<file path="src/ifep_regs.svh">
// Register offsets, field positions and reset values of the interrupt controller
`ifndef IFEP_REGS_SVH
`define IFEP_REGS_SVH
`define IFEP_ADDR_W 5
`define IFEP_DATA_W 16
`define IFEP_NSRC 64
`define IFEP_OFF_CTL1 5'h00
`define IFEP_OFF_CTL2 5'h01
`define IFEP_OFF_FLAG0 5'h02
`define IFEP_OFF_EN0 5'h06
`define IFEP_OFF_PRI0 5'h0a
`define IFEP_OFF_TRAP 5'h1a
`define IFEP_OFF_SR 5'h1b
`define IFEP_OFF_CORE 5'h1c
`define IFEP_OFF_IST 5'h1d
`define IFEP_OFF_ICLR 5'h1e
`define IFEP_OFF_IEN 5'h1f
`define IFEP_FLAG_REGS 4
`define IFEP_PRI_REGS 16
`define IFEP_NTRAP 5
`define IFEP_NEST_BIT 15
`define IFEP_ALTERNATE_VECTOR_TABLE_BIT 15
`define IFEP_NEXT 3
`define IFEP_SR_LO 5
`define IFEP_SR_HI 7
`define IFEP_CORE_CPU_PRIORITY_TOP_BIT 3
`define IFEP_TRAP_LVL_LO 8
`define IFEP_PRI_W 3
`define IFEP_VEC_W 7
`define IFEP_LVL_W 4
`define IFEP_TRAP_LEVEL 4'h8
`define IFEP_RST_PRI 16'h4444
`define IFEP_RST_FIELD 3'h4
`define IFEP_NEV 3
`endif

</file>
<file path="src/ifep_pkg.sv">
// Types shared by the interrupt controller files
package ifep_pkg;
   typedef struct packed {
      logic wr;
      logic rd;
      logic [4:0] addr;
      logic [15:0] wdata;
   } ifep_bus_t;
   typedef struct packed {
      logic valid;
      logic [6:0] vector;
      logic [3:0] level;
   } ifep_pend_t;
   typedef enum logic [2:0] {
      ST_IDLE = 3'b001,
      ST_TAKEN = 3'b010,
      ST_WAIT = 3'b100
   } ifep_state_t;
endpackage

</file>
<file path="src/ifep_sync.sv">
// Three-stage input synchroniser with agreement filter
`timescale 1ns/100ps
module ifep_sync (
   input wire logic clk_sys,
   input wire logic srst,
   input wire logic din,
   output logic dout
);
   logic s1_reg, s2_reg, s3_reg, out_reg;
   always_ff @(posedge clk_sys) begin
      if (srst) begin
         s1_reg <= 1'b0;
         s2_reg <= 1'b0;
         s3_reg <= 1'b0;
         out_reg <= 1'b0;
      end else begin
         s1_reg <= din;
         s2_reg <= s1_reg;
         s3_reg <= s2_reg;
         if (s2_reg == s3_reg) begin
            out_reg <= s3_reg;
         end
      end
   end
   assign dout = out_reg;
endmodule

</file>
<file path="src/ifep_arb.sv">
// Priority arbiter: picks the highest eligible source above the CPU level
`include "ifep_regs.svh"
`timescale 1ns/100ps
module ifep_arb (
   input wire logic [`IFEP_NSRC-1:0] flags,
   input wire logic [`IFEP_NSRC-1:0] enables,
   input wire logic [`IFEP_NSRC*`IFEP_PRI_W-1:0] prios,
   input wire logic [`IFEP_LVL_W-1:0] cpu_level,
   output ifep_pkg::ifep_pend_t pend
);
   import ifep_pkg::*;
   always_comb begin
      logic [`IFEP_LVL_W-1:0] lvl;
      pend = '0;
      lvl = '0;
      // Lowest vector wins ties (natural order)
      for (int i = `IFEP_NSRC - 1; i >= 0; i--) begin
         lvl = {1'b0, prios[i*`IFEP_PRI_W +: `IFEP_PRI_W]};
         if (flags[i] && enables[i] && lvl > cpu_level && lvl >= pend.level) begin
            pend.valid = 1'b1;
            pend.vector = 7'(i);
            pend.level = lvl;
         end
      end
   end
endmodule

</file>
<file path="src/ifep_top.sv">
// Interrupt flag, enable and priority controller top level
//
// Our own choices: the register offsets and the address-and-strobe port.
`include "ifep_regs.svh"
`timescale 1ns/100ps
module ifep_top (
   input wire logic clk_sys,
   input wire logic srst,
   input wire ifep_pkg::ifep_bus_t bus,
   output logic [15:0] rdata,
   input wire logic [`IFEP_NSRC-1:0] periph_req,
   input wire logic [`IFEP_NEXT-1:0] ext_req_pin,
   input wire logic [`IFEP_NTRAP-1:0] trap_event,
   input wire logic irq_ack,
   input wire logic irq_return,
   output logic cpu_irq,
   output logic [6:0] cpu_vector,
   output logic [3:0] cpu_level_out,
   output logic alternate_vector_table,
   output logic irq_out
);
   import ifep_pkg::*;
   // Control one: nesting disable and trap status flags
   logic [15:0] irq_control_one_reg;
   logic [15:0] irq_control_two_reg;
   logic [`IFEP_NSRC-1:0] request_flag_regs;
   logic [`IFEP_NSRC-1:0] source_enable_regs;
   logic [`IFEP_NSRC*`IFEP_PRI_W-1:0] source_priority_regs;
   logic [15:0] vector_trap_reg;
   logic [2:0] cpu_priority_level_reg;
   logic cpu_priority_top_bit_reg;
   logic [3:0] saved_level_reg;
   logic [`IFEP_NEV-1:0] ev_status_reg, ev_enable_reg;
   ifep_state_t state_reg, state_next;
   logic [`IFEP_NEXT-1:0] ext_sync, ext_prev_reg, ext_edge;
   logic [`IFEP_NSRC-1:0] hw_set;
   ifep_pend_t pend;
   logic [3:0] cpu_level;
   logic [15:0] rd_word;
   logic [`IFEP_NEV-1:0] ev_set;
   logic trap_any, take;

   genvar g;
   generate
      for (g = 0; g < `IFEP_NEXT; g++) begin : g_ext
         ifep_sync u_sync (
            .clk_sys(clk_sys),
            .srst(srst),
            .din(ext_req_pin[g]),
            .dout(ext_sync[g])
         );
         // Edge polarity per line from control two
         assign ext_edge[g] = irq_control_two_reg[g] ? (ext_prev_reg[g] & ~ext_sync[g])
                                                     : (~ext_prev_reg[g] & ext_sync[g]);
      end
   endgenerate

   // External request zero sits at vector 0, bit 0
   assign hw_set = periph_req | {{(`IFEP_NSRC-`IFEP_NEXT){1'b0}}, ext_edge};
   assign cpu_level = {cpu_priority_top_bit_reg, cpu_priority_level_reg};
   assign trap_any = |trap_event;

   ifep_arb u_arb (
      .flags(request_flag_regs),
      .enables(source_enable_regs),
      .prios(source_priority_regs),
      .cpu_level(cpu_level),
      .pend(pend)
   );

   // Nesting disable blocks new requests while one is in service
   assign take = pend.valid && !(irq_control_one_reg[`IFEP_NEST_BIT] && state_reg == ST_WAIT);

   always_comb begin
      state_next = state_reg;
      case (state_reg)
         ST_IDLE: begin
            if (take) begin
               state_next = ST_TAKEN;
            end
         end
         ST_TAKEN: begin
            if (irq_ack) begin
               state_next = ST_WAIT;
            end else if (!pend.valid) begin
               state_next = ST_IDLE;
            end
         end
         ST_WAIT: begin
            if (irq_return) begin
               state_next = ST_IDLE;
            end else if (take) begin
               state_next = ST_TAKEN;
            end
         end
         default: state_next = ST_IDLE;
      endcase
   end

   wire wr_ctl1 = bus.wr && bus.addr == `IFEP_OFF_CTL1;
   wire wr_ctl2 = bus.wr && bus.addr == `IFEP_OFF_CTL2;
   wire wr_sr = bus.wr && bus.addr == `IFEP_OFF_SR;
   wire wr_iclr = bus.wr && bus.addr == `IFEP_OFF_ICLR;
   wire wr_ien = bus.wr && bus.addr == `IFEP_OFF_IEN;
   wire wr_flag = bus.wr && bus.addr >= `IFEP_OFF_FLAG0 && bus.addr < `IFEP_OFF_EN0;
   wire wr_en = bus.wr && bus.addr >= `IFEP_OFF_EN0 && bus.addr < `IFEP_OFF_PRI0;
   wire wr_pri = bus.wr && bus.addr >= `IFEP_OFF_PRI0 && bus.addr < `IFEP_OFF_TRAP;
   wire [1:0] flag_idx = 2'(bus.addr - `IFEP_OFF_FLAG0);
   wire [1:0] en_idx = 2'(bus.addr - `IFEP_OFF_EN0);
   wire [3:0] pri_idx = 4'(bus.addr - `IFEP_OFF_PRI0);

   // Events: trap, request taken, external edge
   assign ev_set = {|ext_edge, state_reg == ST_IDLE && take, trap_any};

   // Request flags: hardware set wins over a software clear
   always_ff @(posedge clk_sys) begin
      if (srst) begin
         request_flag_regs <= '0;
         source_enable_regs <= '0;
      end else begin
         for (int i = 0; i < `IFEP_NSRC; i++) begin
            if (hw_set[i]) begin
               request_flag_regs[i] <= 1'b1;
            end else if (wr_flag && flag_idx == 2'(i / 16)) begin
               request_flag_regs[i] <= bus.wdata[i % 16] & request_flag_regs[i];
            end
            if (wr_en && en_idx == 2'(i / 16)) begin
               source_enable_regs[i] <= bus.wdata[i % 16];
            end
         end
      end
   end

   // Four priority fields per word, lowest vector in bits 2:0
   always_ff @(posedge clk_sys) begin
      if (srst) begin
         for (int p = 0; p < `IFEP_PRI_REGS; p++) begin
            for (int f = 0; f < 4; f++) begin
               source_priority_regs[(p*4+f)*`IFEP_PRI_W +: `IFEP_PRI_W] <= `IFEP_RST_FIELD;
            end
         end
      end else if (wr_pri) begin
         for (int f = 0; f < 4; f++) begin
            source_priority_regs[(pri_idx*4+f)*`IFEP_PRI_W +: `IFEP_PRI_W] <= bus.wdata[f*4 +: `IFEP_PRI_W];
         end
      end
   end

   always_ff @(posedge clk_sys) begin
      if (srst) begin
         irq_control_one_reg <= '0;
         irq_control_two_reg <= '0;
         ev_status_reg <= '0;
         ev_enable_reg <= '0;
         ext_prev_reg <= '0;
         state_reg <= ST_IDLE;
      end else begin
         state_reg <= state_next;
         ext_prev_reg <= ext_sync;
         if (wr_ctl1) begin
            irq_control_one_reg[`IFEP_NEST_BIT] <= bus.wdata[`IFEP_NEST_BIT];
         end
         for (int t = 0; t < `IFEP_NTRAP; t++) begin
            if (trap_event[t]) begin
               irq_control_one_reg[t] <= 1'b1;
            end else if (wr_ctl1) begin
               irq_control_one_reg[t] <= bus.wdata[t] & irq_control_one_reg[t];
            end
         end
         if (wr_ctl2) begin
            irq_control_two_reg <= bus.wdata;
         end
         if (wr_ien) begin
            ev_enable_reg <= bus.wdata[`IFEP_NEV-1:0];
         end
         ev_status_reg <= ev_set | (ev_status_reg & ~({`IFEP_NEV{wr_iclr}} & bus.wdata[`IFEP_NEV-1:0]));
      end
   end

   // CPU level: software writes low three bits, top bit set by traps and restored from the saved level on return
   always_ff @(posedge clk_sys) begin
      if (srst) begin
         cpu_priority_level_reg <= '0;
         cpu_priority_top_bit_reg <= 1'b0;
         saved_level_reg <= '0;
         vector_trap_reg <= '0;
      end else begin
         if (trap_any) begin
            cpu_priority_top_bit_reg <= 1'b1;
         end else if (irq_return && state_reg == ST_WAIT) begin
            {cpu_priority_top_bit_reg, cpu_priority_level_reg} <= saved_level_reg;
         end else if (irq_ack && state_reg == ST_TAKEN) begin
            saved_level_reg <= cpu_level;
            cpu_priority_level_reg <= vector_trap_reg[`IFEP_TRAP_LVL_LO +: 3];
         end else if (wr_sr) begin
            cpu_priority_level_reg <= bus.wdata[`IFEP_SR_HI:`IFEP_SR_LO];
         end
         if (take && state_next == ST_TAKEN) begin
            vector_trap_reg <= {4'h0, pend.level, 1'b0, pend.vector};
         end
      end
   end

   // Read decode in the strobe cycle, registered so data stand in the next cycle only
   assign rd_word = (bus.addr == `IFEP_OFF_CTL1) ? irq_control_one_reg :
                    (bus.addr == `IFEP_OFF_CTL2) ? irq_control_two_reg :
                    (bus.addr >= `IFEP_OFF_FLAG0 && bus.addr < `IFEP_OFF_EN0) ?
                       request_flag_regs[16*flag_idx +: 16] :
                    (bus.addr >= `IFEP_OFF_EN0 && bus.addr < `IFEP_OFF_PRI0) ?
                       source_enable_regs[16*en_idx +: 16] :
                    (bus.addr >= `IFEP_OFF_PRI0 && bus.addr < `IFEP_OFF_TRAP) ?
                       {1'b0, source_priority_regs[12*pri_idx + 9 +: 3],
                        1'b0, source_priority_regs[12*pri_idx + 6 +: 3],
                        1'b0, source_priority_regs[12*pri_idx + 3 +: 3],
                        1'b0, source_priority_regs[12*pri_idx +: 3]} :
                    (bus.addr == `IFEP_OFF_TRAP) ? vector_trap_reg :
                    (bus.addr == `IFEP_OFF_SR) ? {8'h00, cpu_priority_level_reg, 5'h00} :
                    (bus.addr == `IFEP_OFF_CORE) ? {12'h000, cpu_priority_top_bit_reg, 3'h0} :
                    (bus.addr == `IFEP_OFF_IST) ? {13'h0, ev_status_reg} :
                    (bus.addr == `IFEP_OFF_IEN) ? {13'h0, ev_enable_reg} :
                    16'h0000;

   always_ff @(posedge clk_sys) begin
      if (srst) begin
         rdata <= '0;
      end else begin
         rdata <= bus.rd ? rd_word : 16'h0000;
      end
   end

   assign cpu_irq = state_reg == ST_TAKEN;
   assign cpu_vector = vector_trap_reg[6:0];
   assign cpu_level_out = cpu_level;
   assign alternate_vector_table = irq_control_two_reg[`IFEP_ALTERNATE_VECTOR_TABLE_BIT];
   assign irq_out = |(ev_status_reg & ev_enable_reg);
endmodule

</file>
<file path="config.mk">
export PLATFORM = sky130hd
export DESIGN_NAME = ifep_top
export DESIGN_NICKNAME = d
export VERILOG_FILES = /design/src/ifep_pkg.sv /design/src/ifep_sync.sv /design/src/ifep_arb.sv /design/src/ifep_top.sv
export VERILOG_INCLUDE_DIRS = /design/src
export SDC_FILE = /design/constraint.sdc
export NUM_CORES = 1
export LEC_CHECK = 0
export ABC_AREA = 1
export BUFFER_PORTS_ARGS = -buffer_cell sky130_fd_sc_hd__buf_2
export CORE_UTILIZATION = 45
export CTS_CLUSTER_SIZE = 12
export DETAILED_ROUTE_END_ITERATION = 8
export PLACE_DENSITY = 0.58
export SETUP_SLACK_MARGIN = 0.3
export SLEW_MARGIN = 15
export SYNTH_ARGS = -nofsm -noshare
export SYNTH_HDL_FRONTEND = slang
export SYNTH_SLANG_ARGS = --single-unit
</file>
<file path="constraint.sdc">
create_clock -name clk_sys -period 171.5 [get_ports clk_sys]
set_input_delay 34.3 -clock clk_sys [delete_from_list [all_inputs] [get_ports clk_sys]]
set_output_delay 34.3 -clock clk_sys [all_outputs]
set_load 0.02 [all_outputs]
</file>
==> run summary <==
The run finished with clean final reports. During I/O placement, the number of pins put on the boundary was 129. Clock tree synthesis selected as its root buffer the cell sky130_fd_sc_hd__clkbuf_16.

The post-route setup TNS came out at 0 ns. The type of the tightest min-delay check is reg -> reg. Across all register-to-register paths, the minimum setup slack is 101.65 ns. The clock-pin slew reported for the worst setup and hold paths after clock tree synthesis is 0.06 ns. In this run the worst path has a maximum fanout of 13.

Entering global routing, the biggest net connects 109 pins. The design draws 0.0002642 W. The final HPWL from detailed placement is 130,700 µm. Leaving out fill and tap cells, the most frequent cell in the layout is sky130_fd_sc_hd__nand2_1. Setup repair after global routing left no endpoint under its margin. The die area is 0.07203 mm². The synthesized instance count is 4,860. The ratio of total power to cell area is 7.567 mW/mm². The number of core rows is 97.

The synthesized area per cell is 6.570 µm². The maximum single-stage delay on the critical path came out at 0.90 ns. The setup skew after layout is 0.02236 ns.

The clock buffer count from CTS is 47. The clock period minus final worst setup slack is 69.85 ns. The core area is 0.07015 mm².

From bottom edge to top edge, the die measures 268.4 µm. The capturing instance or port of the critical path is vector_trap_reg[0]. The number of library cell types mapped by synthesis came out at 58. The initial utilization of the core area, before any placement, comes to 45.52%. The number of buffers between clock root and the deepest sink is 3. The number of buffer and inverter stages on the critical path came out at 99.

The number of cell instances on the worst register-to-register path came out at 566. The post-route netlist has 9.240% of its cells at a drive strength greater than 1. The number of hold buffers added after CTS is 0.

STA puts the critical path data required time at 172.03 ns. The max-slew violation total from the final report was 0. Based on the critical path, the design can be clocked at up to 14.32 MHz.

The sequential-to-total area share from yosys stat came out at 25.01%. The routed length per instance came out at 28.44 µm. The critical path in this run is classified as reg -> reg. Compared with the post-synthesis result, the final layout area differs by 9.361%. The leakage power total came out at 15.61 nW. In the global route stage, overall resource usage came out at 45.62%.

The count of instances resized after the clock tree is built came out at 0. The largest voltage drop on the vdd net came out at 0.009022 mV. The worst register-to-register path ends at vector_trap_reg[0]. The detail route stage leaves a number of antenna-violating nets equal to 0. The CTS tree is yes. The critical path's top delay family is simple AND/OR/NAND/NOR gates. The total number of yosys warnings is 0. The number of DRC violations after detailed routing is 0. The net count after synthesis is 5,317.

The part of the cycle the worst path needs is 40.73%. The via count of the first global-routing pass is 32,290. The number of enable-type register cells in the synthesized netlist came out at 0. The cell area that synthesis handed to floorplanning was 0.03193 mm². Counting buffers and inverters, the worst setup path is 566 cells deep.

The max-slew headroom at the worst pin is 8.398%. The later-pin clock latency in the skew report is 0.62 ns. The startpoint of the worst-slack reg-to-reg timing path is cpu_priority_level_reg[2]. The total length of routed wires came out at 167,200 µm. The cell area after placement is 0.03340 mm².

Ranked by flip-flop count, first place goes to source_priority_regs. The length of the first detailed-routing pass in iterations is 5. The number of clock sinks came out at 399. The final weighted congestion in routability-driven placement came out at 1.122. The critical path arrival is 70.37 ns. Of all flip-flops after synthesis, the portion carrying an async set or reset was 0%.

The number of synthesized register bits is 399. The number of hold violations in the final report is 0. The register with the most flip-flops in the layout has 192 of them.

The clock tree synthesis step divided the H-tree into 2 levels. In the layout the commonest cells are sky130_fd_sc_hd__nand2_1 (750), sky130_fd_sc_hd__inv_1 (664), sky130_fd_sc_hd__o21ai_0 (593), sky130_fd_sc_hd__a21oi_1 (480), sky130_fd_sc_hd__nor2_1 (413). Across all layers, the routed design uses 35,770 vias. The most prevalent standard cell on the critical path is sky130_fd_sc_hd__nand2_1.

The transition at the pin with the smallest max-transition slack came out at 1.364 ns. In this run the worst setup path begins at cpu_priority_level_reg[2]. The number of vias per cell came out at 6.082.

The total global routing overflow is 0. The number of buffers added on ports is 127. Max-cap violations in this run came to 0. The starting DRC count in detailed routing came out at 4,461.

The first global-routing pass estimated 233,400 µm of wire. The final setup violation count is 0. The net total in the final layout is 5,357. The post-route core utilization came out at 49.78%.

For this run, the leading register cell type out of synthesis is sky130_fd_sc_hd__dfxtp_1. The element type at the critical path end is a flop. The worst setup path is launched from a flop. The die width came out at 268.4 µm. The number of antenna violations at the first check in global routing came to 25.

The largest registers in the layout are source_priority_regs x192, request_flag_regs x64, source_enable_regs x64. The number of setup buffers added after CTS came out at 0. The total non-filler cell area in the finished layout is 0.03492 mm². On the critical path, the stage with the largest delay is an instance of sky130_fd_sc_hd__o21ai_0.
through the flow:
step	instances	hold WS (ns)	setup WS (ns)
after global routing	5875	0.4199	93.05
after detailed placement	5791	0.3965	102.71
final	5881	0.4022	101.65
after global placement	5791	0.3998	104.26
after floorplan	4860	0.3883	110.82
after CTS	5875	0.4076	102.61
worst reg2reg max path, delay by kind of cell (launching register included):
| kind | cells | cell delay, ns |
|---|---|---|
| flip-flops | 1 | 0.46 |
| adder cells (fa/ha/maj) | 64 | 18.45 |
| buffers and inverters | 99 | 6.53 |
| AO/OA/AOI/OAI | 133 | 20.61 |
| AND/OR/NAND/NOR | 270 | 23.60 |
Yosys cell counts, types with 8 or more instances:
master,count,area [µm²]
sky130_fd_sc_hd__ha_1,358,4479
sky130_fd_sc_hd__o21bai_1,40,300.3
sky130_fd_sc_hd__and2_1,11,68.82
sky130_fd_sc_hd__a311oi_1,64,560.5
sky130_fd_sc_hd__nor3_1,51,255.2
sky130_fd_sc_hd__o22ai_1,25,156.4
sky130_fd_sc_hd__clkbuf_1,152,570.6
sky130_fd_sc_hd__nand3_1,342,1712
sky130_fd_sc_hd__a211oi_1,62,465.5
sky130_fd_sc_hd__nand2_1,750,2815
sky130_fd_sc_hd__a21oi_1,480,2402
sky130_fd_sc_hd__dfxtp_1,399,7988
sky130_fd_sc_hd__o211ai_1,39,292.8
sky130_fd_sc_hd__nand4_1,28,175.2
sky130_fd_sc_hd__nor2_1,415,1558
sky130_fd_sc_hd__buf_4,10,75.07
sky130_fd_sc_hd__inv_1,668,2507
sky130_fd_sc_hd__o21ai_1,19,95.09
sky130_fd_sc_hd__a31oi_1,40,250.2
sky130_fd_sc_hd__nor4_1,8,50.05
sky130_fd_sc_hd__clkinv_1,10,37.54
sky130_fd_sc_hd__o21ai_0,593,2968
sky130_fd_sc_hd__nand3_2,27,270.3
sky130_fd_sc_hd__buf_1,16,60.06
sky130_fd_sc_hd__a221oi_1,20,175.2
sky130_fd_sc_hd__o221ai_1,8,70.07
sky130_fd_sc_hd__nand2_2,139,869.6
worst min-delay path by stage:
| stage | from | cells past startpoint | end |
|---|---|---|---|
| finish | g_ext[1].u_sync.s1_reg | 2 | g_ext[1].u_sync.s2_reg |
| floorplan | g_ext[0].u_sync.s1_reg | 2 | g_ext[0].u_sync.s2_reg |
| global placement | g_ext[0].u_sync.s1_reg | 2 | g_ext[0].u_sync.s2_reg |
| detailed placement | g_ext[1].u_sync.s1_reg | 2 | g_ext[1].u_sync.s2_reg |
| global route | g_ext[1].u_sync.s1_reg | 2 | g_ext[1].u_sync.s2_reg |
| CTS | g_ext[1].u_sync.s1_reg | 2 | g_ext[1].u_sync.s2_reg |
metal layers:
layer,global-route usage (%),vias to the layer above,share of wire (%)
met2,65.63,2026,40
met3,11.88,501,11
met4,34.08,24,8.9
met5,0,-,0.10
met1,58.33,16580,40
li1,-,16630,-
layout make-up:
cell class                 instances  area, µm²
sequential                       399       7991
tap                              940       1176
antenna                            6      15.01
clock buffer                      66       1348
clock inverter                    18      160.2
multi-input combinational       3586      20570
fill                            7449      35230
inverter                         685       2579
timing repair buffer             181       1079
power by group:
part | leakage (nW) | internal (W) | total [W] | switching (W)
logic | 11.6 | 0.0000160 | 0.0000629 | 0.0000469
registers | 3.25 | 0.0000961 | 0.0000999 | 0.00000379
clock network | 0.738 | 0.0000565 | 0.000101 | 0.0000450
total | 15.6 | 0.000169 | 0.000264 | 0.0000957
kinds of logic (layout without fill, tap and decap cells):
logic type | count (synthesis) | after routing | synth area share (%)
AOI/OAI and AO/OA | 1439 | 1439 | 25.56
xor gates and xnor gates | 3 | 3 | 0.08230
adders and majority gates | 358 | 358 | 14.03
buffers and inverters | 875 | 950 | 10.62
DFF | 399 | 399 | 25.01
other | 1 | 7 | 0.01174
and+or+nand+nor | 1785 | 1785 | 24.68
Power figures use the tool's default switching activity.
